--- src/rtl/nibble_port_regs.vh ---
/*
 * Register offsets, field positions and reset values for the nibble port.
 * Assumes a 32-bit classic Wishbone slave with word-aligned byte addresses.
 */
`ifndef NIBBLE_PORT_REGS_VH
`define NIBBLE_PORT_REGS_VH

// ----------------------------------------------------------------
// Register byte offsets
// ----------------------------------------------------------------
`define OFS_PORT_DATA     8'h00
`define OFS_PORT_MODE     8'h04
`define OFS_PORT_CONFIG   8'h08
`define OFS_CMP_MODE      8'h0c
`define OFS_IRQ_REQUEST   8'h10
`define OFS_CMP_STATUS    8'h14
`define OFS_TIMER_SRC     8'h18

// ----------------------------------------------------------------
// Field positions
// ----------------------------------------------------------------
`define BIT_DIR_LOW       0
`define BIT_DIR_HIGH      1
`define BIT_OPEN_DRAIN    2
`define BIT_CMP_ENABLE    1
`define BIT_FLAG_A        0
`define BIT_FLAG_B        1
`define BIT_EDGE_LO       6
`define BIT_EDGE_HI       7
`define BIT_SRC_SEL       0
`define BIT_SRC_IDX_LO    1
`define BIT_SRC_IDX_HI    3

// ----------------------------------------------------------------
// Edge selection codes
// ----------------------------------------------------------------
`define EDGE_RISING       2'h0
`define EDGE_FALLING      2'h1
`define EDGE_BOTH         2'h2

// ----------------------------------------------------------------
// Reset values
// ----------------------------------------------------------------
`define RST_PORT_DATA     8'h00
`define RST_PORT_MODE     2'h3
`define RST_OPEN_DRAIN    1'h0
`define RST_CMP_ENABLE    1'h0
`define RST_EDGE_MODE     2'h0
`define RST_TIMER_SRC     4'h0

`endif

--- src/rtl/pin_sync.v ---
/*
 * Two-flop synchroniser for a bus of pin levels.
 * Assumes the inputs change no faster than the clock can sample them.
 */
`timescale 1ns/1ps

module pin_sync #(
    parameter WIDTH = 8
) (
    input  wire             clk,
    input  wire             rst,
    input  wire [WIDTH-1:0] d,
    output reg  [WIDTH-1:0] q
);

    reg [WIDTH-1:0] meta_reg;

    always @(posedge clk) begin
        if (rst) begin
            meta_reg <= {WIDTH{1'b0}};
            q        <= {WIDTH{1'b0}};
        end else begin
            meta_reg <= d;
            q        <= meta_reg;
        end
    end

endmodule

--- src/rtl/edge_detect.v ---
/*
 * Edge detector with rising, falling or both-edge selection.
 * Assumes a level already synchronised to clk.
 */
`timescale 1ns/1ps
`include "nibble_port_regs.vh"

module edge_detect (
    input  wire       clk,
    input  wire       rst,
    input  wire       level,
    input  wire [1:0] mode,
    output reg        hit
);

    reg last_reg;

    always @(posedge clk) begin
        if (rst)
            last_reg <= 1'b0;
        else
            last_reg <= level;
    end

    always @* begin
        case (mode)
            `EDGE_RISING:  hit = level & ~last_reg;
            `EDGE_FALLING: hit = ~level & last_reg;
            default:       hit = level ^ last_reg;
        endcase
    end

endmodule

--- src/rtl/nibble_port_with_comparator_inputs.v ---
/*
 * Eight-line nibble-direction port with two comparator-backed inputs,
 * edge-triggered request flags and timer edge source routing.
 * Assumes a classic Wishbone master, pins synchronous to clk, and an
 * external analog front end that delivers the comparator results as
 * digital levels.
 */
`timescale 1ns/1ps
`include "nibble_port_regs.vh"

// Behaviour
// RULE1: Eight port lines, each usable as input or output.
// RULE2: Direction is set per nibble; four lines share one setting.
// RULE3: Open-drain select bit picks push-pull or open-drain drive.
// RULE4: Software programs a nibble's direction before using it as I/O.
// RULE5: Hardware reset makes all eight lines inputs, drivers off.
// RULE6: Pull-up option per nibble, given as a parameter.
// RULE7: Pull-up is off on any line programmed as output.
// RULE8: Stop mode recovery returns both nibbles to input.
// RULE9: Comparator results replace the two inputs when enabled.
// RULE10: Bit 1 of comparator mode register enables comparator inputs.
// RULE11: Both inputs flag rising, falling or both edges per bits 7:6.
// RULE12: Timer edge source is comparator input a or a port 2 line.
// RULE13: Inputs read synchronised pins; outputs read the output latch.
module nibble_port_with_comparator_inputs #(
    parameter PULLUP_LOW  = 1'b0,
    parameter PULLUP_HIGH = 1'b0
) (
    input  wire        clk,
    input  wire        rst,
    input  wire        wb_cyc_i,
    input  wire        wb_stb_i,
    input  wire        wb_we_i,
    input  wire [7:0]  wb_adr_i,
    input  wire [3:0]  wb_sel_i,
    input  wire [31:0] wb_dat_i,
    output reg  [31:0] wb_dat_o,
    output reg         wb_ack_o,
    input  wire [7:0]  port_in,
    output reg  [7:0]  port_out,
    output reg  [7:0]  port_oe,
    output reg  [7:0]  pullup_en,
    input  wire        stop_mode_recovery,
    input  wire        comparator_input_a,
    input  wire        comparator_input_b,
    input  wire        comparator_result_a,
    input  wire        comparator_result_b,
    input  wire [7:0]  port2_in,
    output reg         irq_request_a,
    output reg         irq_request_b,
    output reg         timer_edge_in
);

    // ----------------------------------------------------------------
    // Helpers
    // ----------------------------------------------------------------
    // Expands the two nibble direction bits to eight lines, 1 = output
    function [7:0] out_lines;
        input [1:0] mode;
        begin
            out_lines = {{4{~mode[`BIT_DIR_HIGH]}}, {4{~mode[`BIT_DIR_LOW]}}};
        end
    endfunction

    // ----------------------------------------------------------------
    // State
    // ----------------------------------------------------------------
    reg  [7:0] latch_reg;
    reg  [7:0] latch_next;
    reg  [1:0] mode_reg;
    reg  [1:0] mode_next;
    reg        open_drain_select_bit_reg;
    reg        open_drain_select_bit_next;
    reg        cmp_enable_reg;
    reg        cmp_enable_next;
    reg  [1:0] edge_mode_reg;
    reg  [1:0] edge_mode_next;
    reg        flag_a_reg;
    reg        flag_a_next;
    reg        flag_b_reg;
    reg        flag_b_next;
    reg  [3:0] timer_src_reg;
    reg  [3:0] timer_src_next;
    reg  [31:0] rd_data;

    wire [7:0] port_sync;
    wire [7:0] port2_sync;
    wire [3:0] cmp_sync;
    wire       cmp_value_a;
    wire       cmp_value_b;
    wire       edge_a;
    wire       edge_b;
    wire       bus_req;
    wire       bus_wr;
    wire       lane0;
    wire       clr_a;
    wire       clr_b;
    wire [7:0] drive_out;
    wire [7:0] port_readback;
    wire [7:0] pullup_option;
    wire       timer_src_next_level;
    wire       irq_hit;
    wire [7:0] drive_next;
    wire [7:0] enable_next;

    // ----------------------------------------------------------------
    // Input synchronisers
    // ----------------------------------------------------------------
    pin_sync #(
        .WIDTH (8)
    ) u_port_sync (
        .clk (clk),
        .rst (rst),
        .d   (port_in),
        .q   (port_sync)
    );

    pin_sync #(
        .WIDTH (8)
    ) u_port2_sync (
        .clk (clk),
        .rst (rst),
        .d   (port2_in),
        .q   (port2_sync)
    );

    pin_sync #(
        .WIDTH (4)
    ) u_cmp_sync (
        .clk (clk),
        .rst (rst),
        .d   ({comparator_result_b, comparator_result_a,
               comparator_input_b, comparator_input_a}),
        .q   (cmp_sync)
    );

    // ----------------------------------------------------------------
    // Comparator-backed inputs
    // ----------------------------------------------------------------
    // Comparator outputs stand in for the pin levels when enabled
    assign cmp_value_a = cmp_enable_reg ? cmp_sync[2] : cmp_sync[0]; // see RULE9 see RULE10
    assign cmp_value_b = cmp_enable_reg ? cmp_sync[3] : cmp_sync[1]; // see RULE9 see RULE10

    edge_detect u_edge_a (
        .clk   (clk),
        .rst   (rst),
        .level (cmp_value_a),
        .mode  (edge_mode_reg),
        .hit   (edge_a)
    );

    edge_detect u_edge_b (
        .clk   (clk),
        .rst   (rst),
        .level (cmp_value_b),
        .mode  (edge_mode_reg),
        .hit   (edge_b)
    );

    // ----------------------------------------------------------------
    // Bus decode
    // ----------------------------------------------------------------
    assign bus_req = wb_cyc_i & wb_stb_i & ~wb_ack_o;
    assign bus_wr  = bus_req & wb_we_i;
    assign lane0   = wb_sel_i[0];
    assign irq_hit = bus_wr & lane0 & (wb_adr_i == `OFS_IRQ_REQUEST);
    assign clr_a   = irq_hit & wb_dat_i[`BIT_FLAG_A];
    assign clr_b   = irq_hit & wb_dat_i[`BIT_FLAG_B];

    // ----------------------------------------------------------------
    // Pin drive and readback
    // ----------------------------------------------------------------
    assign drive_out = out_lines(mode_reg);

    // Input lines show the pin, output lines show the latch
    assign port_readback = (drive_out & latch_reg) | (~drive_out & port_sync); // see RULE13

    assign pullup_option = {{4{PULLUP_HIGH[0]}}, {4{PULLUP_LOW[0]}}}; // see RULE6

    assign timer_src_next_level = timer_src_reg[`BIT_SRC_SEL] ?
                                  port2_sync[timer_src_reg[`BIT_SRC_IDX_HI:`BIT_SRC_IDX_LO]] :
                                  cmp_value_a; // see RULE12

    // ----------------------------------------------------------------
    // Next pin drive
    // ----------------------------------------------------------------
    // Drive pattern that the next edge applies to the pins
    assign drive_next  = out_lines(mode_next);
    assign enable_next = drive_next &
                         (open_drain_select_bit_next ? 8'hff : ~latch_next); // see RULE3

    // ----------------------------------------------------------------
    // Register next state
    // ----------------------------------------------------------------
    always @* begin
        latch_next                 = latch_reg;
        mode_next                  = mode_reg;
        open_drain_select_bit_next = open_drain_select_bit_reg;
        cmp_enable_next            = cmp_enable_reg;
        edge_mode_next             = edge_mode_reg;
        timer_src_next             = timer_src_reg;
        if (bus_wr && lane0) begin
            case (wb_adr_i)
                `OFS_PORT_DATA: begin
                    latch_next = wb_dat_i[7:0];
                end
                `OFS_PORT_MODE: begin
                    mode_next = wb_dat_i[`BIT_DIR_HIGH:`BIT_DIR_LOW]; // see RULE2 see RULE4
                end
                `OFS_PORT_CONFIG: begin
                    open_drain_select_bit_next = wb_dat_i[`BIT_OPEN_DRAIN]; // see RULE3
                end
                `OFS_CMP_MODE: begin
                    cmp_enable_next = wb_dat_i[`BIT_CMP_ENABLE]; // see RULE10
                end
                `OFS_IRQ_REQUEST: begin
                    edge_mode_next = wb_dat_i[`BIT_EDGE_HI:`BIT_EDGE_LO]; // see RULE11
                end
                `OFS_TIMER_SRC: begin
                    timer_src_next = wb_dat_i[`BIT_SRC_IDX_HI:`BIT_SRC_SEL]; // see RULE12
                end
                default: begin
                    latch_next = latch_reg;
                end
            endcase
        end
        // Recovery from stop mode outranks a simultaneous mode write
        if (stop_mode_recovery)
            mode_next = `RST_PORT_MODE; // see RULE8
    end

    // Sticky flags: a new edge wins over a software clear
    always @* begin
        flag_a_next = edge_a | (flag_a_reg & ~clr_a); // see RULE11
        flag_b_next = edge_b | (flag_b_reg & ~clr_b); // see RULE11
    end

    // ----------------------------------------------------------------
    // Read mux
    // ----------------------------------------------------------------
    always @* begin
        rd_data = 32'h0000_0000;
        case (wb_adr_i)
            `OFS_PORT_DATA: begin
                rd_data[7:0] = port_readback; // see RULE13
            end
            `OFS_PORT_MODE: begin
                rd_data[`BIT_DIR_HIGH:`BIT_DIR_LOW] = mode_reg;
            end
            `OFS_PORT_CONFIG: begin
                rd_data[`BIT_OPEN_DRAIN] = open_drain_select_bit_reg;
            end
            `OFS_CMP_MODE: begin
                rd_data[`BIT_CMP_ENABLE] = cmp_enable_reg;
            end
            `OFS_IRQ_REQUEST: begin
                rd_data[`BIT_EDGE_HI:`BIT_EDGE_LO] = edge_mode_reg;
                rd_data[`BIT_FLAG_A]               = flag_a_reg;
                rd_data[`BIT_FLAG_B]               = flag_b_reg;
            end
            `OFS_CMP_STATUS: begin
                rd_data[1:0] = {cmp_value_b, cmp_value_a}; // see RULE9
            end
            `OFS_TIMER_SRC: begin
                rd_data[`BIT_SRC_IDX_HI:`BIT_SRC_SEL] = timer_src_reg;
            end
            default: begin
                rd_data = 32'h0000_0000;
            end
        endcase
    end

    // ----------------------------------------------------------------
    // Registers
    // ----------------------------------------------------------------
    always @(posedge clk) begin
        if (rst) begin
            latch_reg                 <= `RST_PORT_DATA;
            mode_reg                  <= `RST_PORT_MODE; // see RULE5
            open_drain_select_bit_reg <= `RST_OPEN_DRAIN;
            cmp_enable_reg            <= `RST_CMP_ENABLE;
            edge_mode_reg             <= `RST_EDGE_MODE;
            flag_a_reg                <= 1'b0;
            flag_b_reg                <= 1'b0;
            timer_src_reg             <= `RST_TIMER_SRC;
        end else begin
            latch_reg                 <= latch_next;
            mode_reg                  <= mode_next;
            open_drain_select_bit_reg <= open_drain_select_bit_next;
            cmp_enable_reg            <= cmp_enable_next;
            edge_mode_reg             <= edge_mode_next;
            flag_a_reg                <= flag_a_next;
            flag_b_reg                <= flag_b_next;
            timer_src_reg             <= timer_src_next;
        end
    end

    // ----------------------------------------------------------------
    // Bus answer
    // ----------------------------------------------------------------
    always @(posedge clk) begin
        if (rst) begin
            wb_ack_o <= 1'b0;
            wb_dat_o <= 32'h0000_0000;
        end else begin
            wb_ack_o <= bus_req;
            if (bus_req)
                wb_dat_o <= rd_data;
        end
    end

    // ----------------------------------------------------------------
    // Pin outputs
    // ----------------------------------------------------------------
    // Open-drain lines only pull low; a high latch releases the pin
    always @(posedge clk) begin
        if (rst) begin
            port_out  <= 8'h00;
            port_oe   <= 8'h00; // see RULE5
            pullup_en <= 8'h00;
        end else begin
            port_out  <= latch_next & {8{open_drain_select_bit_next}}; // see RULE1 see RULE3
            port_oe   <= enable_next; // see RULE1 see RULE3
            pullup_en <= pullup_option & ~drive_next; // see RULE7
        end
    end

    // ----------------------------------------------------------------
    // Request and timer outputs
    // ----------------------------------------------------------------
    always @(posedge clk) begin
        if (rst) begin
            irq_request_a <= 1'b0;
            irq_request_b <= 1'b0;
            timer_edge_in <= 1'b0;
        end else begin
            irq_request_a <= flag_a_next;
            irq_request_b <= flag_b_next;
            timer_edge_in <= timer_src_next_level; // see RULE12
        end
    end

endmodule

--- config.mk ---
export PLATFORM = sky130hd
export DESIGN_NAME = nibble_port_with_comparator_inputs
export DESIGN_NICKNAME = d
export VERILOG_FILES = /design/src/rtl/pin_sync.v /design/src/rtl/edge_detect.v /design/src/rtl/nibble_port_with_comparator_inputs.v
export VERILOG_INCLUDE_DIRS = /design/src /design/src/rtl
export SDC_FILE = /design/constraint.sdc
export NUM_CORES = 1
export LEC_CHECK = 0
export BUFFER_PORTS_ARGS = -buffer_cell sky130_fd_sc_hd__buf_4
export CORE_MARGIN = 1.5
export CORE_UTILIZATION = 24
export DETAILED_ROUTE_END_ITERATION = 6
export MAX_ROUTING_LAYER = met4
export SYNTH_ARGS = -nofsm -noshare
export SYNTH_HDL_FRONTEND = slang
export SYNTH_SLANG_ARGS = --single-unit
export TNS_END_PERCENT = 30
--- constraint.sdc ---
create_clock -name clk -period 3.6 [get_ports clk]
set_input_delay 0.54 -clock clk [delete_from_list [all_inputs] [get_ports clk]]
set_output_delay 0.54 -clock clk [all_outputs]
set_load 0.02 [all_outputs]
==> results_dict.tcl, run 1 <==
set metrics [dict create \
    status "completed" \
    cts_sinks 88 \
    postRouteAntennaNets 0 \
    final_common_cell "dfxtp_1" \
    avgViaCountPerCell 4.13 \
    overflow 0 \
    grt_pass1_wl_mm 12.2 \
    place.gp.congestion 0.865 \
    coreArea_um2 14500 \
    finalPower_mw 2.12 \
    setup_tns_ns 0 \
    ys_seq_area_share_pct 49.6 \
    drc 0 \
    io-pin-count 130 \
    hold_viol_final 0 \
    synthArstFlopShare_pct 0 \
    die-area_um2 15600 \
    first_global_vias 2330 \
    synth.cell_area_um2 3550 \
    setup.worst_path.end_class "flop" \
    synthAdderAreaFrac_pct 1.41 \
    cp_max_fo 11 \
    syn_area_per_cell_um2 10.6 \
    hpwlAfterDp_mm 5.89 \
    grt_antenna_before_repair 0 \
    worstSetupPathType "in2reg" \
    rows 44 \
    ir_drop_v 0.000257 \
    worstMarginPinSlew_ns 0.814 \
    cts_root_buf "clkbuf_16" \
    min_period_ns 2.40 \
    hold_buffers 0 \
    io_buffer_count 70 \
    clock_path_buffers 2 \
    tritoncts "done" \
    finalSetupViolCount 0 \
    layout_common_cells "dfxtp_1, buf_4, nor2b_1" \
    finClkSkew_ns 0.00529 \
    arrival_ns 2.67 \
    start_util_pct 24.6 \
    max_freq_mhz 416 \
    syn_to_final_growth_pct 25.2 \
    grt_start_max_net_pins 47 \
    cts_resized 0 \
    crit_required_ns 3.86 \
    clock_latency_ns 0.34 \
    cts.clk_slew.worst_paths_ns 0.06 \
    drtIter0Drc 108 \
    synth_edf_count 0 \
    synth_compound_area_share_pct 6.86 \
    rsz0062_at_grt "false" \
    ys.flop_type "dfxtp_1" \
    synthDistinctLibCells 43 \
    period_share_pct 66.8 \
    relSlewSlack_pct 45.3 \
    fill_cells 1493 \
    final_nets 477 \
    synth_top_family_by_area "simple AND/OR/NAND/NOR gates" \
    htreeDepth 3 \
    grt_use_total_pct 10.3 \
    n_antenna_cell 0 \
    synthMuxAreaShare_pct 13.0 \
    p_leak_nw 1.86 \
    synth-seq-cells 88 \
    vias 2447 \
    post_drt_wl_per_cell_um 13.0 \
    finalWirelength_mm 7.69 \
    syn_inst 336 \
    slew_viol_final 0 \
    power_density_nw_per_um2 476 \
    startpoint_type "input pin" \
    hold_class "in2reg" \
    maxCapViolations 0 \
    drive_above_1_share_pct 30.1 \
    dr.pass1.iters 4 \
    numCtsBuffers 9 \
    die_width_um 125 \
    cts_setup_buffers 0 \
    yosys.area_share.simple_pct 19.2 \
    ys_warn_count 0 \
    synthXorXnorAreaFrac_pct 0 \
    dieHeight_um 125 \
]
## final timing paths
kind | from | end | slack, ns | depth (start not counted)
worst max-delay path | wb_adr_i[3] | port_oe[6] | 1.20 | 6
worst min-delay path | comparator_result_a | u_cmp_sync.meta_reg[2] | 0.41 | 2
worst max register to register | wb_ack_o | port_oe[6] | 1.42 | 6
worst min register to register | u_port_sync.meta_reg[3] | u_port_sync.q[3] | 0.44 | 1
## synth_stat cells, types with 2 or more instances
cell | number | area share, %
or4_4 | 2 | 0.63
mux2i_1 | 28 | 7.9
buf_1 | 2 | 0.21
o211ai_2 | 2 | 0.70
o2bb2ai_1 | 3 | 0.74
dfxtp_1 | 88 | 50
nand2_1 | 7 | 0.74
o21ai_0 | 5 | 0.70
o41ai_1 | 2 | 0.49
inv_1 | 6 | 0.63
nor2_1 | 31 | 3.3
a211oi_1 | 2 | 0.42
nor4_1 | 4 | 0.70
nor3_2 | 8 | 2.3
mux2_2 | 12 | 3.8
or4_1 | 2 | 0.42
a22oi_1 | 3 | 0.63
buf_6 | 2 | 0.63
clkbuf_1 | 11 | 1.2
buf_2 | 2 | 0.28
nor2b_1 | 40 | 7.0
nor3_1 | 3 | 0.42
mux4_2 | 2 | 1.3
nor4_4 | 2 | 1.2
or4b_1 | 2 | 0.56
a21oi_1 | 13 | 1.8
ha_1 | 4 | 1.4
buf_4 | 33 | 7.0
## report_power, final
group,switching (mW),internal (mW)
Sequential,0.00863,0.999
Clock,0.393,0.567
Combinational,0.0906,0.0600
## cell families after synthesis
kind of cell             after synthesis
adder cells (fa/ha/maj)                4
buffers and inverters                 56
AO/OA/AOI/OAI                         36
flip-flops                            88
multiplexers                          42
other                                  1
AND/OR/NAND/NOR                      109
## routing by layer
metal	global-route usage, %	part of all wire (%)	vias to the layer above
li1	-	-	1226
met1	11.9	42	1124
met2	16.7	49	89
met3	3.44	7.7	8
met4	4.06	1.2	0
met5	-	0	-
## worst max-delay path: stages
cell,delay (ns)
buf_4,0.15
or4_4,0.61
nor4_4,0.58
buf_4,0.30
mux2_2,0.34
a21oi_1,0.14
## final cells by class
cell class,instances,area (µm²),area share (%)
sequential,88,1760,39.6
tap,184,230,5.17
inverter,6,22.5,0.506
clock inverter,6,75.1,1.69
multi-input combinational,223,1560,35.0
clock buffer,10,239,5.37
timing repair buffer,75,563,12.7
## stage by stage
stage | hold WS, ns | cell area, µm² | utilization (%) | worst slack [ns] | instances
floorplan | 0.414 | 3670 | - | 1.21 | 367
global placement | 0.426 | 4140 | 28.6 | 0.846 | 576
detailed placement | 0.428 | 4140 | 28.6 | 0.839 | 576
CTS | 0.398 | 4450 | 30.7 | 1.19 | 592
global route | 0.402 | 4450 | 30.7 | 1.09 | 592
finish | 0.411 | 4450 | 30.7 | 1.20 | 592
Note: power is estimated with default switching activity, not from simulation.
==> run 2, diff against run 1 <==
Clock period 3.6 ns to 1.9 ns, I/O delays scaled along.
==> results_dict.tcl, run 2 (synthesized netlist as in run 1, its figures left out) <==
set metrics [dict create \
    power_density_nw_per_um2 887 \
    cp_slowest_cell "mux2_2" \
    finalWorstSetupSlack_ns 0.0986 \
    slew_viol_final 0 \
    post_drt_wl_per_cell_um 13.0 \
    cp_max_fo 18 \
    die-area_um2 15600 \
    multi_input_area_um2 1580 \
    reg2reg_depth 6 \
    dr.pass1.iters 4 \
    drtIter0Drc 123 \
    coreArea_um2 14500 \
    grt_pass1_wl_mm 12.8 \
    rows 44 \
    hold_buffers 0 \
    overflow 0 \
    design_area_um2 4660 \
    syn_to_final_growth_pct 31.2 \
    final_common_cell "buf_4" \
    maxCapViolations 0 \
    cts_setup_buffers 0 \
    n_antenna_cell 0 \
    grt_use_total_pct 10.9 \
    io_buffer_count 70 \
    max_freq_mhz 555 \
    numCtsBuffers 9 \
    cts_root_buf "clkbuf_16" \
    reg2reg_to "port_oe[4]" \
    layout.area.seq_um2 1760 \
    final_cells 613 \
    path_depth 6 \
    htreeDepth 3 \
    place.gp.congestion 0.837 \
    timing.rr.start "wb_ack_o" \
    ir_drop_v 0.000525 \
    rsz0062_at_grt "true" \
    vias 2488 \
    cp_slowest_stage_delay_ns 0.35 \
    hpwlAfterDp_mm 6.16 \
    grt_antenna_before_repair 0 \
    r2r_setup_slack_ns 0.1 \
    path_delay_family "simple AND/OR/NAND/NOR gates" \
    hold_viol_final 0 \
    startpoint_type "flop" \
    fin_util_pct 32.2 \
    postRouteAntennaNets 0 \
    clock_latency_ns 0.34 \
    crit_start "wb_ack_o" \
    p_leak_nw 1.98 \
    placedCellCount 597 \
    setup.worst_path.end_class "flop" \
    avgViaCountPerCell 4.06 \
    period_share_pct 94.8 \
    cp-endpoint "port_oe[4]" \
    drive_above_1_share_pct 34.5 \
    min_period_ns 1.80 \
    dieHeight_um 125 \
    dpl_cell_area_um2 4330 \
    start_util_pct 24.6 \
    finalSetupViolCount 0 \
    crit_required_ns 2.16 \
    first_global_vias 2407 \
    hold_class "in2reg" \
    cts.clk_slew.worst_paths_ns 0.06 \
    path_cells "nand3b_1 -> buf_12 -> nor4_4 -> buf_4 -> mux2_2 -> a21oi_1" \
    layout_common_cells "buf_4, dfxtp_1, nor2b_1" \
    arrival_ns 2.06 \
    status "completed" \
    cts_sinks 88 \
    tritoncts "done" \
    io-pin-count 130 \
    worstSetupPathType "reg2reg" \
    finalWirelength_mm 7.99 \
    worst-path-buf-inv 2 \
    clock_path_buffers 2 \
    finClkSkew_ns 0.00397 \
    place_ws_ns -0.170 \
    die_width_um 125 \
    drc 0 \
    grt_start_max_net_pins 43 \
    final_nets 498 \
    fill_cells 1492 \
]
run 2: changes by cell type in the layout (fill, tap and decap cells not counted), sizes merged:
cell / delta
buf: +21
bufinv: +1
clkbuf: -1
run 2: layer usage:
layer | GRT usage, % | share of wire [%]
met1 | 13.9 | 48
met2 | 15.8 | 44
met3 | 3.61 | 6.0
met4 | 4.33 | 1.9
met5 | - | 0
run 2: where the power goes:
group          total [mW]  internal, mW  switching, mW  leakage [nW]
Combinational       0.316         0.136          0.181          1.10
Sequential           1.91          1.89         0.0160         0.719
Clock                1.91          1.17          0.744         0.158
Total                4.14          3.20          0.941          1.98
run 2: how the worst min path moves through the flow:
| stage | startpoint | end | slack (ns) | depth (start not counted) |
|---|---|---|---|---|
| 2_1_floorplan | comparator_input_a | u_cmp_sync.meta_reg[0] | 0.41 | 1 |
| 3_3_place_gp | u_port2_sync.meta_reg[2] | u_port2_sync.q[2] | 0.43 | 1 |
| 3_5_place_dp | u_port_sync.meta_reg[2] | u_port_sync.q[2] | 0.42 | 1 |
| 4_1_cts | port2_in[7] | u_port2_sync.meta_reg[7] | 0.14 | 2 |
| 5_1_grt | port2_in[2] | u_port2_sync.meta_reg[2] | 0.15 | 2 |
| 6_report | port2_in[7] | u_port2_sync.meta_reg[7] | 0.15 | 2 |
run 2: area by class of cell:
type / count / share of cell area (%)
timing repair buffer: 96 / 16.0
clock inverter: 7 / 2.17
multi-input combinational: 223 / 33.8
tap: 184 / 4.94
sequential: 88 / 37.8
inverter: 6 / 0.483
clock buffer: 9 / 4.83
run 2: timing repair:
item / CTS / global route
gates resized for setup: 0 / 1
endpoints found under the hold margin: 0 / 0
setup endpoints to repair: 0 / 5
run 2: stage by stage:
step / hold slack, ns / setup TNS, ns / power, mW
global route: 0.148 / -0.0568 / 4.29
floorplan: 0.413 / -0.555 / 2.17
CTS: 0.142 / 0 / 4.19
finish: 0.154 / 0 / 4.14
detailed placement: 0.420 / -4.02 / 2.27
global placement: 0.425 / -3.72 / 2.26
